<file path="config.mk">
export PLATFORM = sky130hd
export DESIGN_NAME = port_io_and_memory_expansion
export DESIGN_NICKNAME = d
export VERILOG_FILES = /design/src/shared/port_io_pkg.sv /design/src/hdl/port_io_and_memory_expansion.sv /design/src/hdl/machine_cycle_timer.sv /design/src/hdl/pin_driver.sv
export VERILOG_INCLUDE_DIRS = /design/src /design/src/shared
export SDC_FILE = /design/constraint.sdc
export NUM_CORES = 1
export LEC_CHECK = 0
export BUFFER_PORTS_ARGS = -buffer_cell sky130_fd_sc_hd__clkbuf_2
export CAP_MARGIN = 20
export CELL_PAD_IN_SITES_DETAIL_PLACEMENT = 0
export CELL_PAD_IN_SITES_GLOBAL_PLACEMENT = 1
export CORE_UTILIZATION = 36
export DETAILED_ROUTE_END_ITERATION = 7
export MAX_ROUTING_LAYER = met4
export PLACE_DENSITY_LB_ADDON = 0.05
export SYNTH_ARGS = -nofsm -noshare
export SYNTH_HDL_FRONTEND = slang
export SYNTH_HIERARCHICAL = 1
export SYNTH_SLANG_ARGS = --single-unit
</file>
<file path="constraint.sdc">
create_clock -name i_core_clk -period 4 [get_ports i_core_clk]
set_input_delay 0.6 -clock i_core_clk [delete_from_list [all_inputs] [get_ports i_core_clk]]
set_output_delay 0.6 -clock i_core_clk [all_outputs]
set_load 0.005 [all_outputs]
</file>
<file path="src/shared/port_io_regs.svh">
// Constants for the port and memory expansion block: timing, phases, options.
// Assumes one core clock period equals one oscillator period.
`ifndef PORT_IO_REGS_SVH
`define PORT_IO_REGS_SVH

`define OSC_PERIOD_NS 10
`define STRONG_PULLUP_NS 20
`define STRONG_PULLUP_CYCLES ((`STRONG_PULLUP_NS + `OSC_PERIOD_NS - 1) / `OSC_PERIOD_NS)

`define STATES_PER_CYCLE 6
`define PERIODS_PER_STATE 2
`define PERIODS_PER_CYCLE (`STATES_PER_CYCLE * `PERIODS_PER_STATE)
`define PHASE_LAST 4'hb
`define PHASE_SLOT2 4'h6
`define SLOT_ALE_LAST 4'h1
`define SLOT_LAST 4'h5
`define DATA_STROBE_FIRST 4'h2
`define DATA_STROBE_LAST 4'h9

`define OPT_STANDARD 2'h0
`define OPT_OPEN_DRAIN 2'h1
`define OPT_PUSH_PULL 2'h2

`define INTERNAL_ROM_TOP 16'h0fff
`define RESET_PC 16'h0000
`define LATCH_RESET 32'hffffffff
`define P3_WRITE_BIT 6
`define P3_READ_BIT 7

`endif

</file>
<file path="src/shared/port_io_pkg.sv">
// Types shared by the port and memory expansion block.
// Assumes the constants header is included by each design file.
package port_io_pkg;

  typedef logic [1:0] pin_option_t;

  typedef enum logic [1:0] {
    BUS_IDLE,
    BUS_FETCH,
    BUS_DATA
  } bus_state_t;

endpackage : port_io_pkg

</file>
<file path="src/hdl/port_io_and_memory_expansion.sv">
// Four 8-bit ports with external program and data memory expansion.
// Assumes the core clock is the oscillator and pin inputs are synchronous.
`timescale 1ns/10ps
`include "port_io_regs.svh"

module port_io_and_memory_expansion
  import port_io_pkg::*;
(
  // Clock and reset.
  input wire logic i_core_clk,
  input wire logic i_reset,
  // Straps and mask options.
  input wire logic i_external_access_strap,
  input wire logic [31:0] i_post_reset_level,
  input wire logic [63:0] i_pin_option,
  // Latch writes from the core.
  input wire logic [3:0] i_byte_we,
  input wire logic [7:0] i_byte_wdata,
  input wire logic i_bit_we,
  input wire logic [4:0] i_bit_sel,
  input wire logic i_bit_wdata,
  // Latch and pin reads.
  output logic [31:0] o_port_latch,
  output logic [31:0] o_port_pins,
  // Program fetch.
  input wire logic i_pc_load,
  input wire logic [15:0] i_pc_value,
  output logic [15:0] o_fetch_addr,
  output logic o_fetch_internal,
  output logic o_code_valid,
  output logic [7:0] o_code_byte,
  output logic [11:0] o_rom_addr,
  input wire logic [7:0] i_rom_data,
  // External data access.
  input wire logic i_xdata_req,
  input wire logic i_xdata_write,
  input wire logic [15:0] i_xdata_addr,
  input wire logic [7:0] i_xdata_wdata,
  output logic o_xdata_done,
  output logic o_xdata_error,
  output logic [7:0] o_xdata_rdata,
  // Alternate functions.
  input wire logic [7:0] i_p3_alt_out,
  output logic [7:0] o_p3_alt_in,
  output logic [7:0] o_port1_extra_interrupt_inputs,
  // Pins.
  input wire logic [31:0] i_pin,
  output logic [31:0] o_pin_out,
  output logic [31:0] o_pin_oe,
  output logic [31:0] o_pin_weak_pullup,
  // Bus strobes and status.
  output logic o_address_latch_enable,
  output logic o_program_store_strobe_n,
  output logic o_ext_blocked
);

  logic [3:0] phase;
  logic [3:0] slot_phase;
  logic init_done;
  logic [7:0] port_zero_latch;
  logic [7:0] port_two_latch;
  logic [31:0] latch;
  logic [31:0] pin_value;
  logic [31:0] pin_bus;
  logic [31:0] pin_float;
  logic [15:0] pc;
  logic [15:0] bus_addr;
  bus_state_t bus_state;
  bus_state_t next_bus_state;
  logic slot_start;
  logic slot_end;
  logic cycle_start;
  logic fetch_is_internal;
  logic p0_push_pull;
  logic data_write;
  logic [7:0] data_wdata;
  logic addr_phase;
  logic rd_n;
  logic wr_n;
  logic [7:0] p3_alt_value;
  localparam logic [31:0] latch_reset_value = `LATCH_RESET;

  machine_cycle_timer u_timer (
    .i_core_clk(i_core_clk),
    .i_reset(i_reset),
    .o_phase(phase),
    .o_slot_phase(slot_phase),
    .o_ale(o_address_latch_enable)
  );

  assign slot_start = (slot_phase == 4'h0);
  assign slot_end = (slot_phase == `SLOT_LAST);
  assign cycle_start = (phase == 4'h0);

  // Post-reset levels are option straps, so they are caught after release.
  always_ff @(posedge i_core_clk or posedge i_reset) begin
    if (i_reset) begin
      init_done <= 1'b0;
    end else begin
      init_done <= 1'b1;
    end
  end

  genvar g;
  generate
    for (g = 0; g < 32; g++) begin : g_latch
      always_ff @(posedge i_core_clk or posedge i_reset) begin
        if (i_reset) begin
          latch[g] <= latch_reset_value[g];
        end else if (!init_done) begin
          latch[g] <= i_post_reset_level[g];
        end else if (i_bit_we && i_bit_sel == 5'(g)) begin
          latch[g] <= i_bit_wdata;
        end else if (i_byte_we[g / 8]) begin
          latch[g] <= i_byte_wdata[g % 8];
        end
      end
    end
  endgenerate

  assign port_zero_latch = latch[7:0];
  assign port_two_latch = latch[23:16];
  assign o_port_latch = latch;

  // Input buffers look at the pad, never at the latch.
  always_ff @(posedge i_core_clk or posedge i_reset) begin
    if (i_reset) begin
      o_port_pins <= 32'h00000000;
    end else begin
      o_port_pins <= i_pin;
    end
  end

  assign o_port1_extra_interrupt_inputs = o_port_pins[15:8];
  assign o_p3_alt_in = o_port_pins[31:24] & latch[31:24];

  always_comb begin
    p0_push_pull = 1'b0;
    for (int i = 0; i < 8; i++) begin
      if (i_pin_option[2 * i +: 2] == `OPT_PUSH_PULL) begin
        p0_push_pull = 1'b1;
      end
    end
  end

  // A push-pull port 0 cannot release the bus for read data.
  assign o_ext_blocked = p0_push_pull;

  assign fetch_is_internal = i_external_access_strap && (pc <= `INTERNAL_ROM_TOP);

  always_comb begin
    next_bus_state = bus_state;
    if (cycle_start) begin
      if (i_xdata_req && !o_ext_blocked) begin
        next_bus_state = BUS_DATA;
      end else if (fetch_is_internal) begin
        next_bus_state = BUS_IDLE;
      end else begin
        next_bus_state = BUS_FETCH;
      end
    end else if (slot_start && bus_state != BUS_DATA) begin
      next_bus_state = fetch_is_internal ? BUS_IDLE : BUS_FETCH;
    end
  end

  always_ff @(posedge i_core_clk or posedge i_reset) begin
    if (i_reset) begin
      bus_state <= BUS_IDLE;
      bus_addr <= `RESET_PC;
      data_write <= 1'b0;
      data_wdata <= 8'h00;
    end else begin
      bus_state <= next_bus_state;
      if (cycle_start && next_bus_state == BUS_DATA) begin
        bus_addr <= i_xdata_addr;
        data_write <= i_xdata_write;
        data_wdata <= i_xdata_wdata;
      end else if (slot_start && next_bus_state != BUS_DATA) begin
        bus_addr <= pc;
      end
    end
  end

  // Program counter and fetch results.
  always_ff @(posedge i_core_clk or posedge i_reset) begin
    if (i_reset) begin
      pc <= `RESET_PC;
      o_code_valid <= 1'b0;
      o_code_byte <= 8'h00;
      o_fetch_internal <= 1'b0;
    end else begin
      o_code_valid <= 1'b0;
      if (slot_end && bus_state == BUS_IDLE) begin
        o_code_valid <= 1'b1;
        o_code_byte <= i_rom_data;
        o_fetch_internal <= 1'b1;
      end else if (slot_end && bus_state == BUS_FETCH && !o_ext_blocked) begin
        o_code_valid <= 1'b1;
        o_code_byte <= i_pin[7:0];
        o_fetch_internal <= 1'b0;
      end
      if (i_pc_load) begin
        pc <= i_pc_value;
      end else if (slot_end && (bus_state == BUS_IDLE ||
                   (bus_state == BUS_FETCH && !o_ext_blocked))) begin
        pc <= pc + 16'h0001;
      end
    end
  end

  assign o_fetch_addr = pc;
  assign o_rom_addr = pc[11:0];

  // Data access completion; a blocked request is answered at the next cycle start with an error.
  always_ff @(posedge i_core_clk or posedge i_reset) begin
    if (i_reset) begin
      o_xdata_done <= 1'b0;
      o_xdata_error <= 1'b0;
      o_xdata_rdata <= 8'h00;
    end else begin
      o_xdata_done <= 1'b0;
      o_xdata_error <= 1'b0;
      if (cycle_start && i_xdata_req && o_ext_blocked) begin
        o_xdata_done <= 1'b1;
        o_xdata_error <= 1'b1;
      end else if (bus_state == BUS_DATA && phase == `PHASE_LAST) begin
        o_xdata_done <= 1'b1;
      end
      if (bus_state == BUS_DATA && !data_write && phase == `DATA_STROBE_LAST) begin
        o_xdata_rdata <= i_pin[7:0];
      end
    end
  end

  assign addr_phase = (bus_state != BUS_IDLE) && (slot_phase <= `SLOT_ALE_LAST);

  // Two program strobes per cycle of external fetch, none for internal fetch or while a data cycle owns the bus.
  assign o_program_store_strobe_n = !(bus_state == BUS_FETCH && !o_ext_blocked &&
                                      slot_phase > `SLOT_ALE_LAST);

  assign rd_n = !(bus_state == BUS_DATA && !data_write && phase >= `DATA_STROBE_FIRST &&
                  phase <= `DATA_STROBE_LAST);
  assign wr_n = !(bus_state == BUS_DATA && data_write && phase >= `DATA_STROBE_FIRST &&
                  phase <= `DATA_STROBE_LAST);

  always_comb begin
    p3_alt_value = i_p3_alt_out;
    p3_alt_value[`P3_WRITE_BIT] = wr_n;
    p3_alt_value[`P3_READ_BIT] = rd_n;
  end

  // Per-pin value, bus ownership and float selection.
  always_comb begin
    pin_value = latch;
    pin_bus = 32'h00000000;
    pin_float = 32'h00000000;
    pin_value[31:24] = latch[31:24] & p3_alt_value;
    if (bus_state != BUS_IDLE && !o_ext_blocked) begin
      pin_value[23:16] = bus_addr[15:8];
      pin_bus[23:16] = 8'hff;
      if (addr_phase) begin
        pin_value[7:0] = bus_addr[7:0];
        pin_bus[7:0] = 8'hff;
      end else if (bus_state == BUS_DATA && data_write) begin
        pin_value[7:0] = data_wdata;
        pin_bus[7:0] = 8'hff;
      end else begin
        pin_float[7:0] = 8'hff;
      end
    end else begin
      pin_value[23:16] = port_two_latch;
      // An idle standard port 0 one is driven high for two periods after it rises, then released.
      pin_value[7:0] = port_zero_latch;
    end
  end

  generate
    for (g = 0; g < 32; g++) begin : g_pin
      pin_driver u_pin (
        .i_core_clk(i_core_clk),
        .i_reset(i_reset),
        .i_option(i_pin_option[2 * g +: 2]),
        .i_keeper_allowed(g >= 8),
        .i_value(pin_value[g]),
        .i_bus(pin_bus[g]),
        .i_float(pin_float[g]),
        .o_out(o_pin_out[g]),
        .o_oe(o_pin_oe[g]),
        .o_weak(o_pin_weak_pullup[g])
      );
    end
  endgenerate

endmodule : port_io_and_memory_expansion

</file>
<file path="src/hdl/machine_cycle_timer.sv">
// Machine cycle timer: oscillator phase count and address latch pulse.
// Assumes the core clock is the oscillator itself.
`timescale 1ns/10ps
`include "port_io_regs.svh"

module machine_cycle_timer
  import port_io_pkg::*;
(
  // Clock and reset.
  input wire logic i_core_clk,
  input wire logic i_reset,
  // Timing outputs.
  output logic [3:0] o_phase,
  output logic [3:0] o_slot_phase,
  output logic o_ale
);

  always_ff @(posedge i_core_clk or posedge i_reset) begin
    if (i_reset) begin
      o_phase <= 4'h0;
    end else if (o_phase == `PHASE_LAST) begin
      o_phase <= 4'h0;
    end else begin
      o_phase <= o_phase + 4'h1;
    end
  end

  assign o_slot_phase = (o_phase >= `PHASE_SLOT2) ? o_phase - `PHASE_SLOT2 : o_phase;

  // Pulses in every half cycle, so the rate never depends on bus traffic.
  assign o_ale = !i_reset && (o_slot_phase <= `SLOT_ALE_LAST);

endmodule : machine_cycle_timer

</file>
<file path="src/hdl/pin_driver.sv">
// One port pin: strong booster, keeper and pull-down with option select.
// Assumes the caller resolves bus ownership and float requests.
`timescale 1ns/10ps
`include "port_io_regs.svh"

module pin_driver
  import port_io_pkg::*;
(
  // Clock and reset.
  input wire logic i_core_clk,
  input wire logic i_reset,
  // Control.
  input wire pin_option_t i_option,
  input wire logic i_keeper_allowed,
  input wire logic i_value,
  input wire logic i_bus,
  input wire logic i_float,
  // Pin drive.
  output logic o_out,
  output logic o_oe,
  output logic o_weak
);

  logic prev;
  logic rise;
  logic [1:0] boost;

  // The rise is decoded from the live level, so the booster starts with the new one.
  assign rise = i_value && !prev;

  always_ff @(posedge i_core_clk or posedge i_reset) begin
    if (i_reset) begin
      prev <= 1'b1;
      boost <= 2'h0;
    end else begin
      prev <= i_value;
      if (rise) begin
        boost <= 2'(`STRONG_PULLUP_CYCLES - 1);
      end else if (boost != 2'h0) begin
        boost <= boost - 2'h1;
      end
    end
  end

  always_comb begin
    o_out = 1'b0;
    o_oe = 1'b0;
    case (i_option)
      `OPT_PUSH_PULL: begin
        o_out = i_value;
        o_oe = !i_float;
      end
      `OPT_OPEN_DRAIN: begin
        o_oe = !i_float && !i_value;
      end
      default: begin
        if (i_float) begin
          o_oe = 1'b0;
        end else if (!i_value) begin
          o_oe = 1'b1;
        end else begin
          o_out = 1'b1;
          o_oe = i_bus || rise || (boost != 2'h0);
        end
      end
    endcase
  end

  // The keeper only holds a one; port 0 has none, so its ones float.
  assign o_weak = i_keeper_allowed && i_value && !i_float &&
                  (i_option == `OPT_STANDARD);

endmodule : pin_driver

</file>
# Word-level counts from Yosys, hierarchy flattened
# Cells that the tools add are included.
[totals]
inputBits = 209
out_inout_bits = 227
wordCells = 973
reg_bits = 228
[op_classes]
order_cmp = 6
bitwise = 2
muxes = 342
add_sub_neg = 35
n_reduce_logical = 343
n_eq_ne = 135
[op_table]
columns = ["cell", "n"]
rows = [
  ["two-way mux 1 bit", 192],
  ["nonzero test 2 bit", 68],
  ["two-way mux 2 bit", 67],
  ["case mux 1 bit (2 select lines)", 64],
  ["logical AND 1 bit", 120],
  ["two-way mux 8 bit", 13],
  ["!= test 3 x 2 -> 1 bit (second input constant)", 32],
  ["equality test 5 bit (second input constant)", 16],
  ["logical NOT 1 bit", 78],
  ["equality test 2 bit (second input constant)", 34],
  ["equality test 2 x 1 -> 1 bit (second input constant)", 33],
  ["two-way mux 16 bit", 4],
  ["subtractor 2 x 1 -> 2 bit (second input constant)", 32],
  ["logical NOT 2 bit", 25],
  ["logical OR 1 bit", 49],
  ["equality test 5 x 4 -> 1 bit (second input constant)", 8],
  ["equality test 5 x 3 -> 1 bit (second input constant)", 4],
  ["adder 16 x 1 -> 16 bit (second input constant)", 1],
  ["bitwise AND 8 bit", 2],
  ["<= comparator 16 x 12 -> 1 bit (second input constant)", 1],
  ["equality test 5 x 2 -> 1 bit (second input constant)", 2],
  ["equality test 4 bit (second input constant)", 2],
  ["logical NOT 4 bit", 2],
  ["two-way mux 4 bit", 2],
  ["other kinds (11)", 12],
]

# Logic depth before layout (Yosys ltp)
# Gate-level depths: netlist of the first run.
[logic_depth]
word_depth = 18
ltp_mapped = 11
ltp_nobuf = 11

# Cells and area by module
# Netlist of the first run, hierarchy kept.
[by_module_without_submodules]
columns = ["mod", "area_each_um2", "seq_area_each_um2", "n_inst", "cells_each"]
rows = [
  ["pin_driver", 234.0, 76.3, 32, 27],
  ["port_io_and_memory_expansion", 6852.8, 3243.1, 1, 651],
  ["machine_cycle_timer", 291.5, 100.1, 1, 29],
]

# Worst setup path before layout of the first run
# OpenSTA, ideal clock, no wires.
[synth_timing]
path_kind = "reg2out"
start = "reg u_timer.o_phase[0]"
end = "out o_pin_oe[0]"
stages_incl_launch_ff = 12
path_slack_ns = 0.594
required_time_ns = 3.400
arrival_time_ns = 2.806
path_cell_list = "dfrtp_1 -> inv_1 -> ha_1 -> a211oi_1 -> a21oi_2 -> nor3_1 -> a21oi_1 -> nor3_4 -> mux2_2 -> inv_2 -> nor4_2 -> a211oi_1"
[synth_via]
elab_cells_between_ends = 20
classes_between = "add/sub: 1; order compare: 2; mux: 10; reduce/logical: 7"
[synth_rtl]
columns = ["element", "line", "text"]
rows = [
  ["from (decl)", "machine_cycle_timer.sv:13", "output logic [3:0] o_phase,"],
  ["from (signal assigned)", "machine_cycle_timer.sv:24", "o_phase <= o_phase + 4'h1;"],
  ["subtractor 4 x 3 -> 4 bit (no source line) or greater-or-equal comparator 4 x 3 -> 1 bit (tied branches)", "-", ""],
  ["two-way mux 4 bit *", "machine_cycle_timer.sv:28", "assign o_slot_phase = (o_phase >= `PHASE_SLOT2) ? o_phase - `PHASE_SLOT2 : o_phase;"],
  ["named net slot_phase[1]", "port_io_and_memory_expansion.sv:58", "logic [3:0] slot_phase;"],
  ["<= comparator 4 x 1 -> 1 bit (no source line) *", "-", ""],
  ["logical AND 1 bit *", "port_io_and_memory_expansion.sv:235", "assign addr_phase = (bus_state != BUS_IDLE) && (slot_phase <= `SLOT_ALE_LAST);"],
  ["two-way mux 8 bit *", "port_io_and_memory_expansion.sv:261", "if (addr_phase) begin"],
  ["two-way mux 8 bit *", "port_io_and_memory_expansion.sv:258", "if (bus_state != BUS_IDLE && !o_ext_blocked) begin"],
  ["named net pin_bus[0]", "port_io_and_memory_expansion.sv:64", "logic [31:0] pin_bus;"],
  ["logical OR 1 bit * (2 in series)", "pin_driver.sv:63", "o_oe = i_bus || rise || (boost != 2'h0);"],
  ["two-way mux 1 bit *", "pin_driver.sv:59", "end else if (!i_value) begin"],
  ["two-way mux 1 bit *", "pin_driver.sv:57", "if (i_float) begin"],
  ["case mux 1 bit (2 select lines) *", "pin_driver.sv:48", "case (i_option)"],
  ["to (decl)", "port_io_and_memory_expansion.sv:49", "output logic [31:0] o_pin_oe,"],
]
# The timed path passes the listed nets; every way through them passes the cells marked *.

# Worst setup path in the final report of the first run
[layout_timing]
start = "reg u_timer.o_phase[1]"
end = "out o_pin_oe[6]"
[layout_via]
elab_chain_cells = 12
elab_cells_between_ends = 20
classes_between = "add/sub: 1; order compare: 2; mux: 10; reduce/logical: 7"
[layout_rtl]
columns = ["element", "line", "text"]
rows = [
  ["subtractor 4 x 3 -> 4 bit (no source line) or greater-or-equal comparator 4 x 3 -> 1 bit (tied branches)", "-", ""],
  ["two-way mux 4 bit *", "machine_cycle_timer.sv:28", ""],
  ["named net slot_phase[2]", "port_io_and_memory_expansion.sv:58", ""],
  ["<= comparator 4 x 1 -> 1 bit (no source line) *", "-", ""],
  ["logical AND 1 bit *", "port_io_and_memory_expansion.sv:235", ""],
  ["two-way mux 8 bit *", "port_io_and_memory_expansion.sv:261", ""],
  ["two-way mux 8 bit *", "port_io_and_memory_expansion.sv:258", ""],
  ["named net pin_value[6]", "port_io_and_memory_expansion.sv:63", "logic [31:0] pin_value;"],
  ["logical AND 1 bit", "pin_driver.sv:29", "assign rise = i_value && !prev;"],
  ["logical OR 1 bit (2 in series)", "pin_driver.sv:63", ""],
  ["two-way mux 1 bit", "pin_driver.sv:59", ""],
  ["two-way mux 1 bit", "pin_driver.sv:57", ""],
  ["case mux 1 bit (2 select lines) *", "pin_driver.sv:48", ""],
]
# Marks and branches as above.

==> flow_summary.json, run 1 <==
{
  "status": "completed",
  "coreArea_sq_mm": 0.0399,
  "io_pins": 436,
  "slew_headroom_pct": 28.4,
  "root_buffer": "clkbuf_16",
  "synth.distinct_cells": 65,
  "p_sw_share_pct": 32.6,
  "detail-route-antenna-nets": 0,
  "cp_common_cell": "nor3_4",
  "power_switching_uw": 2740,
  "grt_use_total_pct": 21.9,
  "crit_chain": "ha_1 -> o21a_2 -> nor3_4 -> a21oi_1 -> nor3_4 -> buf_12 -> mux2_2 -> inv_2 -> nor4_2 -> a211oi_1 -> clkbuf_2",
  "path_max_fanout": 11,
  "hpwl_mm": 35.2,
  "p_int_uw": 5660,
  "ctsHtreeMaxLevel": 1,
  "die-area_sq_mm": 0.0415,
  "portBuffers": 425,
  "rsz0062_at_grt": "no",
  "critPathRequiredTime_ns": 3.40,
  "synth.largest_area_cell": "dfrtp_1",
  "grt_max_degree": 68,
  "yosys_warnings": 6,
  "tritoncts": "yes",
  "drt_iter0_markers": 531,
  "hold_viol": 0,
  "synth_area_per_cell_sq_um": 9.48,
  "cts.sinks": 228,
  "power_frac_seq_pct": 37.8,
  "worst_pin_slew_ns": 1.07,
  "power_uw": 8400,
  "post-route-period-util_pct": 95.9,
  "wirelength_mm": 44.7,
  "clkTransAtPathRegs_ns": 0.06,
  "die_h_um": 204,
  "antenna_found_initial": 15,
  "synth-async-reset-ratio_pct": 100,
  "synthDominantCellAreaShare_pct": 28.0,
  "fin_setup_tns_ns": 0,
  "synth_edf_count": 0,
  "clock-skew-final_ns": 0.0181,
  "overflow": 0,
  "dominantRegCellSynth": "dfrtp_1",
  "cpPeakStageDelay_ns": 0.45,
  "start_util_pct": 36.7,
  "synth_common_cells": "251 x inv_1, 164 x dfrtp_1, 132 x ha_1",
  "drt-pass1-iter-count": 5,
  "drive_gt1_share_pct": 37.3,
  "final_nets": 2393,
  "powerDensity_mw_per_mm2": 449,
  "cp.arrival_ns": 3.23,
  "finalWorstSetupSlack_ns": 0.166,
  "vias": 12481,
  "synth_area_leaders": "dfrtp_1 28%, dfstp_2 11%, ha_1 11%",
  "insertion_delay_ns": 0.56,
  "combPwrFrac_pct": 29.1,
  "syn_area_sq_mm": 0.0146,
  "yosysSeqAreaShare_pct": 39.5,
  "wl_per_cell_um": 17.1,
  "critPathBufInv": 3,
  "gp_congestion": 0.852,
  "finalMaxSlewViolations": 0,
  "drcViolationCount": 0,
  "clock_power_share_pct": 33.0,
  "critPathKind": "reg2out",
  "area_delta_synth_final_pct": 28.0,
  "num_rows": 73,
  "die_x_um": 204,
  "numCtsBuffers": 29,
  "hp-class": "in2reg",
  "dpl_worst_slack_ns": 0.244,
  "p_leak_uw": 0.00954,
  "via_per_inst": 4.77,
  "holdBufCountCts": 0,
  "synth.most_common_cell": "inv_1",
  "start_kind": "register",
  "ys_ff_latch": 228,
  "netlist_instances": 1544,
  "grt_first_pass_wirelength_mm": 68.3,
  "clk_path_buf_depth": 3,
  "cap_violations": 0,
  "vdd_ir_drop_max_mv": 0.337,
  "cp-end-kind": "output pin",
  "max_freq_mhz": 261,
  "period_needed_ns": 3.83,
  "setup_viol": 0,
  "grt_pass1_vias": 12084,
  "critPathTopFamily": "compound AO/OA/AOI/OAI gates",
  "worst_path_max_delay_cell": "dfrtp_2"
}
[power by group through the flow]
stage	registers (uW)	logic [uW]	clock network, uW
final	3180	2450	2770
after global routing	3240	2850	2960
after CTS	3180	2480	2870
after detailed placement	3220	2460	0
after global placement	3200	2400	0
after floorplan	3110	1770	0
[repair_timing]
item / in CTS / in global routing
gates cloned: 0 / 0
setup buffers: 0 / 4
pin swaps: 0 / 1
resized for setup: 4 / 10
setup endpoints to repair: 8 / 8
[layout make-up]
cell class,count,area (sq um)
repair buffers,449,2340
multi-input cells,1061,7820
fillers,3952,21200
diodes,15,37.5
clock inverters,12,178
flip-flops and latches,228,5790
well taps,525,657
clock buffers,41,841
inverters,283,1070
[cells by family (layout without fill, tap and decap cells)]
| kind of cell | count (synthesis) | count (layout) | share of synthesized area (%) |
|---|---|---|---|
| other | 2 | 112 | 0.0513 |
| and+or+nand+nor | 358 | 358 | 15.3 |
| DFF | 228 | 228 | 39.5 |
| xor gates and xnor gates | 34 | 34 | 2.04 |
| adders and majority gates | 132 | 132 | 11.3 |
| muxes | 104 | 104 | 7.94 |
| buffers and inverters | 350 | 785 | 9.79 |
| AOI/OAI and AO/OA | 336 | 336 | 14.1 |
[per-stage QoR]
stage	hold WS [ns]	cell area, sq um	utilization (%)	std cells
2_1_floorplan	0.353	15000	-	1639
3_3_place_gp	0.401	17600	44.1	2542
3_5_place_dp	0.402	17600	44.1	2542
4_1_cts	0.103	18600	46.7	2595
5_1_grt	0.111	18700	46.9	2613
6_report	0.138	18700	46.9	2614
[placed cells by master, fill, tap and decap left out, types with 64 or more instances in the layout]
cell      instances
nor2_1          102
clkbuf_2        425
conb_1           97
inv_1           250
ha_1            132
o21ai_0         100
dfstp_2          64
dfrtp_1         160
a21oi_1         111
mux2_2           85
[layer usage]
layer  vias up  share of wire, %  global-route usage (%)
li1       6190                 -                       -
met1      5908                45                    28.0
met2       336                46                    35.1
met3        47               6.6                    5.15
met4         0               2.2                    4.97
met5         -                 0                       -
[state kept, by name, indices dropped and copies added (netlist names)]
name,count
o_xdata_rdata,8
bus_addr,16
bus_state,2
o_code_byte,8
o_code_valid,1
g_pin.u_pin/prev,32
o_fetch_internal,1
data_wdata,8
o_port_pins,32
o_xdata_error,1
init_done,1
data_write,1
o_port_latch,32
g_pin.u_pin/boost,64
u_timer/o_phase,4
o_fetch_addr,16
o_xdata_done,1
[worst paths after layout]
path | end | slack [ns] | startpoint | depth (start not counted)
setup / recovery | o_pin_oe[6] | 0.17 | u_timer/o_phase[1] | 11
hold / removal | o_port_pins[28] | 0.14 | i_pin[28] | 1
setup reg to reg | o_fetch_addr[7] | 1.25 | u_timer/o_phase[1] | 8
hold reg to reg | g_pin[11].u_pin/prev | 0.41 | o_port_latch[11] | 0
max in group asynchronous | data_wdata[4] | 2.75 | i_reset | 4
min in group asynchronous | g_pin[19].u_pin/boost[1] | 0.27 | i_reset | 3
No activity file was read; power rests on OpenSTA's default activity.
==> run 2, diff against run 1 <==
--- a/config.mk
+++ b/config.mk
@@ -13,7 +13,7 @@
 export CORE_UTILIZATION = 36
 export DETAILED_ROUTE_END_ITERATION = 7
 export MAX_ROUTING_LAYER = met4
-export PLACE_DENSITY_LB_ADDON = 0.05
+export PLACE_DENSITY = 0.86
 export SYNTH_ARGS = -nofsm -noshare
 export SYNTH_HDL_FRONTEND = slang
 export SYNTH_HIERARCHICAL = 1
==> constraint.sdc (replaced) <==
create_clock -name i_core_clk -period 4 [get_ports i_core_clk]
set_input_delay 0.6 -clock i_core_clk [delete_from_list [all_inputs] [get_ports i_core_clk]]
set_output_delay 0.6 -clock i_core_clk [all_outputs]
set_load 0.01 [all_outputs]
==> run 2 against run 1 <==
  * Critical path depth grew 1
  * Critical path type unchanged
  * Maximum frequency fell by 0.88%
  * Hold slack worse by 0.058 ns
  * Count of clock-buffer cells in the layout is 3 lower
  * Clock skew increased by 0.0075 ns
  * Clock power shrank 4%
==> flow_summary.json, run 2 (synthesis results as in run 1) <==
{
  "ctsHtreeMaxLevel": 1,
  "die-area_sq_mm": 0.0415,
  "cp.arrival_ns": 3.27,
  "critPathBufInv": 4,
  "critPathKind": "reg2out",
  "mostFrequentLayoutCell": "clkbuf_2",
  "clkTransAtPathRegs_ns": 0.06,
  "power_uw": 8410,
  "tritoncts": "yes",
  "critPathTopFamily": "compound AO/OA/AOI/OAI gates",
  "die_x_um": 204,
  "fillers": 3861,
  "overflow": 0,
  "cts.sinks": 228,
  "top_register": "g_pin.u_pin/boost",
  "gp_congestion": 0.870,
  "drive_gt1_share_pct": 37.1,
  "hold_viol": 0,
  "clk_path_buf_depth": 3,
  "cp-end-kind": "output pin",
  "portBuffers": 425,
  "post-route-util_pct": 46.7,
  "drt-pass1-iter-count": 5,
  "insertion_delay_ns": 0.55,
  "wl_per_cell_um": 17.3,
  "crit_chain": "buf_4 -> ha_1 -> o21a_2 -> nor3_4 -> buf_6 -> o21ai_4 -> a22o_1 -> mux2_2 -> inv_2 -> a21oi_1 -> a211oi_2 -> buf_2",
  "layout_common_cells": "422 x clkbuf_2, 250 x inv_1, 163 x dfrtp_1",
  "root_buffer": "clkbuf_16",
  "coreArea_sq_mm": 0.0399,
  "cap_violations": 0,
  "hpwl_mm": 36.3,
  "die_h_um": 204,
  "critPathRequiredTime_ns": 3.40,
  "fin_area_sq_mm": 0.0187,
  "io_pins": 436,
  "grt_max_degree": 81,
  "period_needed_ns": 3.87,
  "grt_use_total_pct": 22.2,
  "area_delta_synth_final_pct": 27.5,
  "finalWorstSetupSlack_ns": 0.131,
  "start_util_pct": 36.7,
  "dpl_worst_slack_ns": 0.218,
  "worst_path_max_delay_cell": "dfrtp_1",
  "slew_headroom_pct": 32.0,
  "largest_register_ffs": 64,
  "holdBufCountCts": 0,
  "post-route-period-util_pct": 96.7,
  "worst_pin_slew_ns": 1.02,
  "path_max_fanout": 10,
  "grt_first_pass_wirelength_mm": 69.3,
  "start_kind": "register",
  "vdd_ir_drop_max_mv": 0.345,
  "p_leak_uw": 0.00952,
  "antenna_found_initial": 5,
  "max_freq_mhz": 258,
  "rsz0062_at_grt": "yes",
  "finalMaxSlewViolations": 0,
  "numCtsBuffers": 27,
  "placed_area_sq_mm": 0.0176,
  "detail-route-antenna-nets": 0,
  "via_per_inst": 4.88,
  "final_nets": 2387,
  "drt_iter0_markers": 673,
  "num_rows": 73,
  "cpPeakStageDelay_ns": 0.42,
  "drcViolationCount": 0,
  "vias": 12660,
  "wirelength_mm": 44.9,
  "hp-class": "in2async",
  "status": "completed",
  "clock-skew-final_ns": 0.0256,
  "setup_viol": 0,
  "powerDensity_mw_per_mm2": 451,
  "grt_pass1_vias": 12609
}
run 2: cell types whose count changed in the layout (fill, tap and decap cells not counted), moves of 3 or more:
cell      change
clkbuf_1      -3
dfrtp_2       -3
buf_2         +3
diode_2      -11
buf_4         -5
dfrtp_1       +3
clkbuf_2      -3
run 2: routing by layer:
layer  wire (um)  part of all wire (%)  vias to the layer above  track usage [%]
met5           0                     0                        -                -
met4        1010                   2.2                        0             5.05
li1            -                     -                     6158                -
met2       22700                    51                      375             39.2
met3        2470                   5.5                       62             4.22
met1       18700                    42                     6065             25.9
run 2: through the flow:
| step | instances | hold slack [ns] | setup TNS [ns] |
|---|---|---|---|
| floorplan | 1639 | 0.353 | 0 |
| global placement | 2539 | 0.403 | 0 |
| detailed placement | 2539 | 0.407 | 0 |
| CTS | 2589 | 0.0439 | 0 |
| global route | 2595 | 0.0773 | -0.143 |
| finish | 2596 | 0.0807 | 0 |
run 2: what timing repair did:
action	4_1_cts	5_1_grt
resized for setup	11	10
buffers inserted	0	3
pin swaps	0	1
setup endpoints to repair	11	8
run 2: power by group:
| part | leakage, uW | internal (uW) | switching [uW] | total [uW] |
|---|---|---|---|---|
| sequential | 0.00262 | 2840 | 347 | 3190 |
| combinational | 0.00641 | 1100 | 1450 | 2550 |
| clock | 0.000485 | 1660 | 1000 | 2660 |
| total | 0.00952 | 5610 | 2800 | 8410 |
run 2: layout make-up:
type	instances	area [sq um]	share of cell area, %
Antenna cell	4	10.0	0.0537
Clock buffer	38	807	4.33
Clock inverter	12	170	0.912
Inverter	283	1070	5.72
Multi-Input combinational cell	1061	7840	42.0
Sequential cell	228	5790	31.0
Tap cell	525	657	3.52
Timing Repair Buffer	445	2320	12.4
run 2: final timing paths:
kind	slack, ns	cells past startpoint	start	end
worst max-delay path	0.13	12	u_timer/o_phase[1]	o_pin_oe[4]
worst min-delay path	0.08	2	i_reset	u_timer/o_phase[0]
worst max register to register	1.18	8	u_timer/o_phase[1]	o_fetch_addr[7]
worst min register to register	0.41	0	o_port_latch[11]	g_pin[11].u_pin/prev
max in group asynchronous	2.78	3	i_reset	o_port_latch[2]
min in group i_core_clk	0.16	1	i_pin[21]	o_port_pins[21]
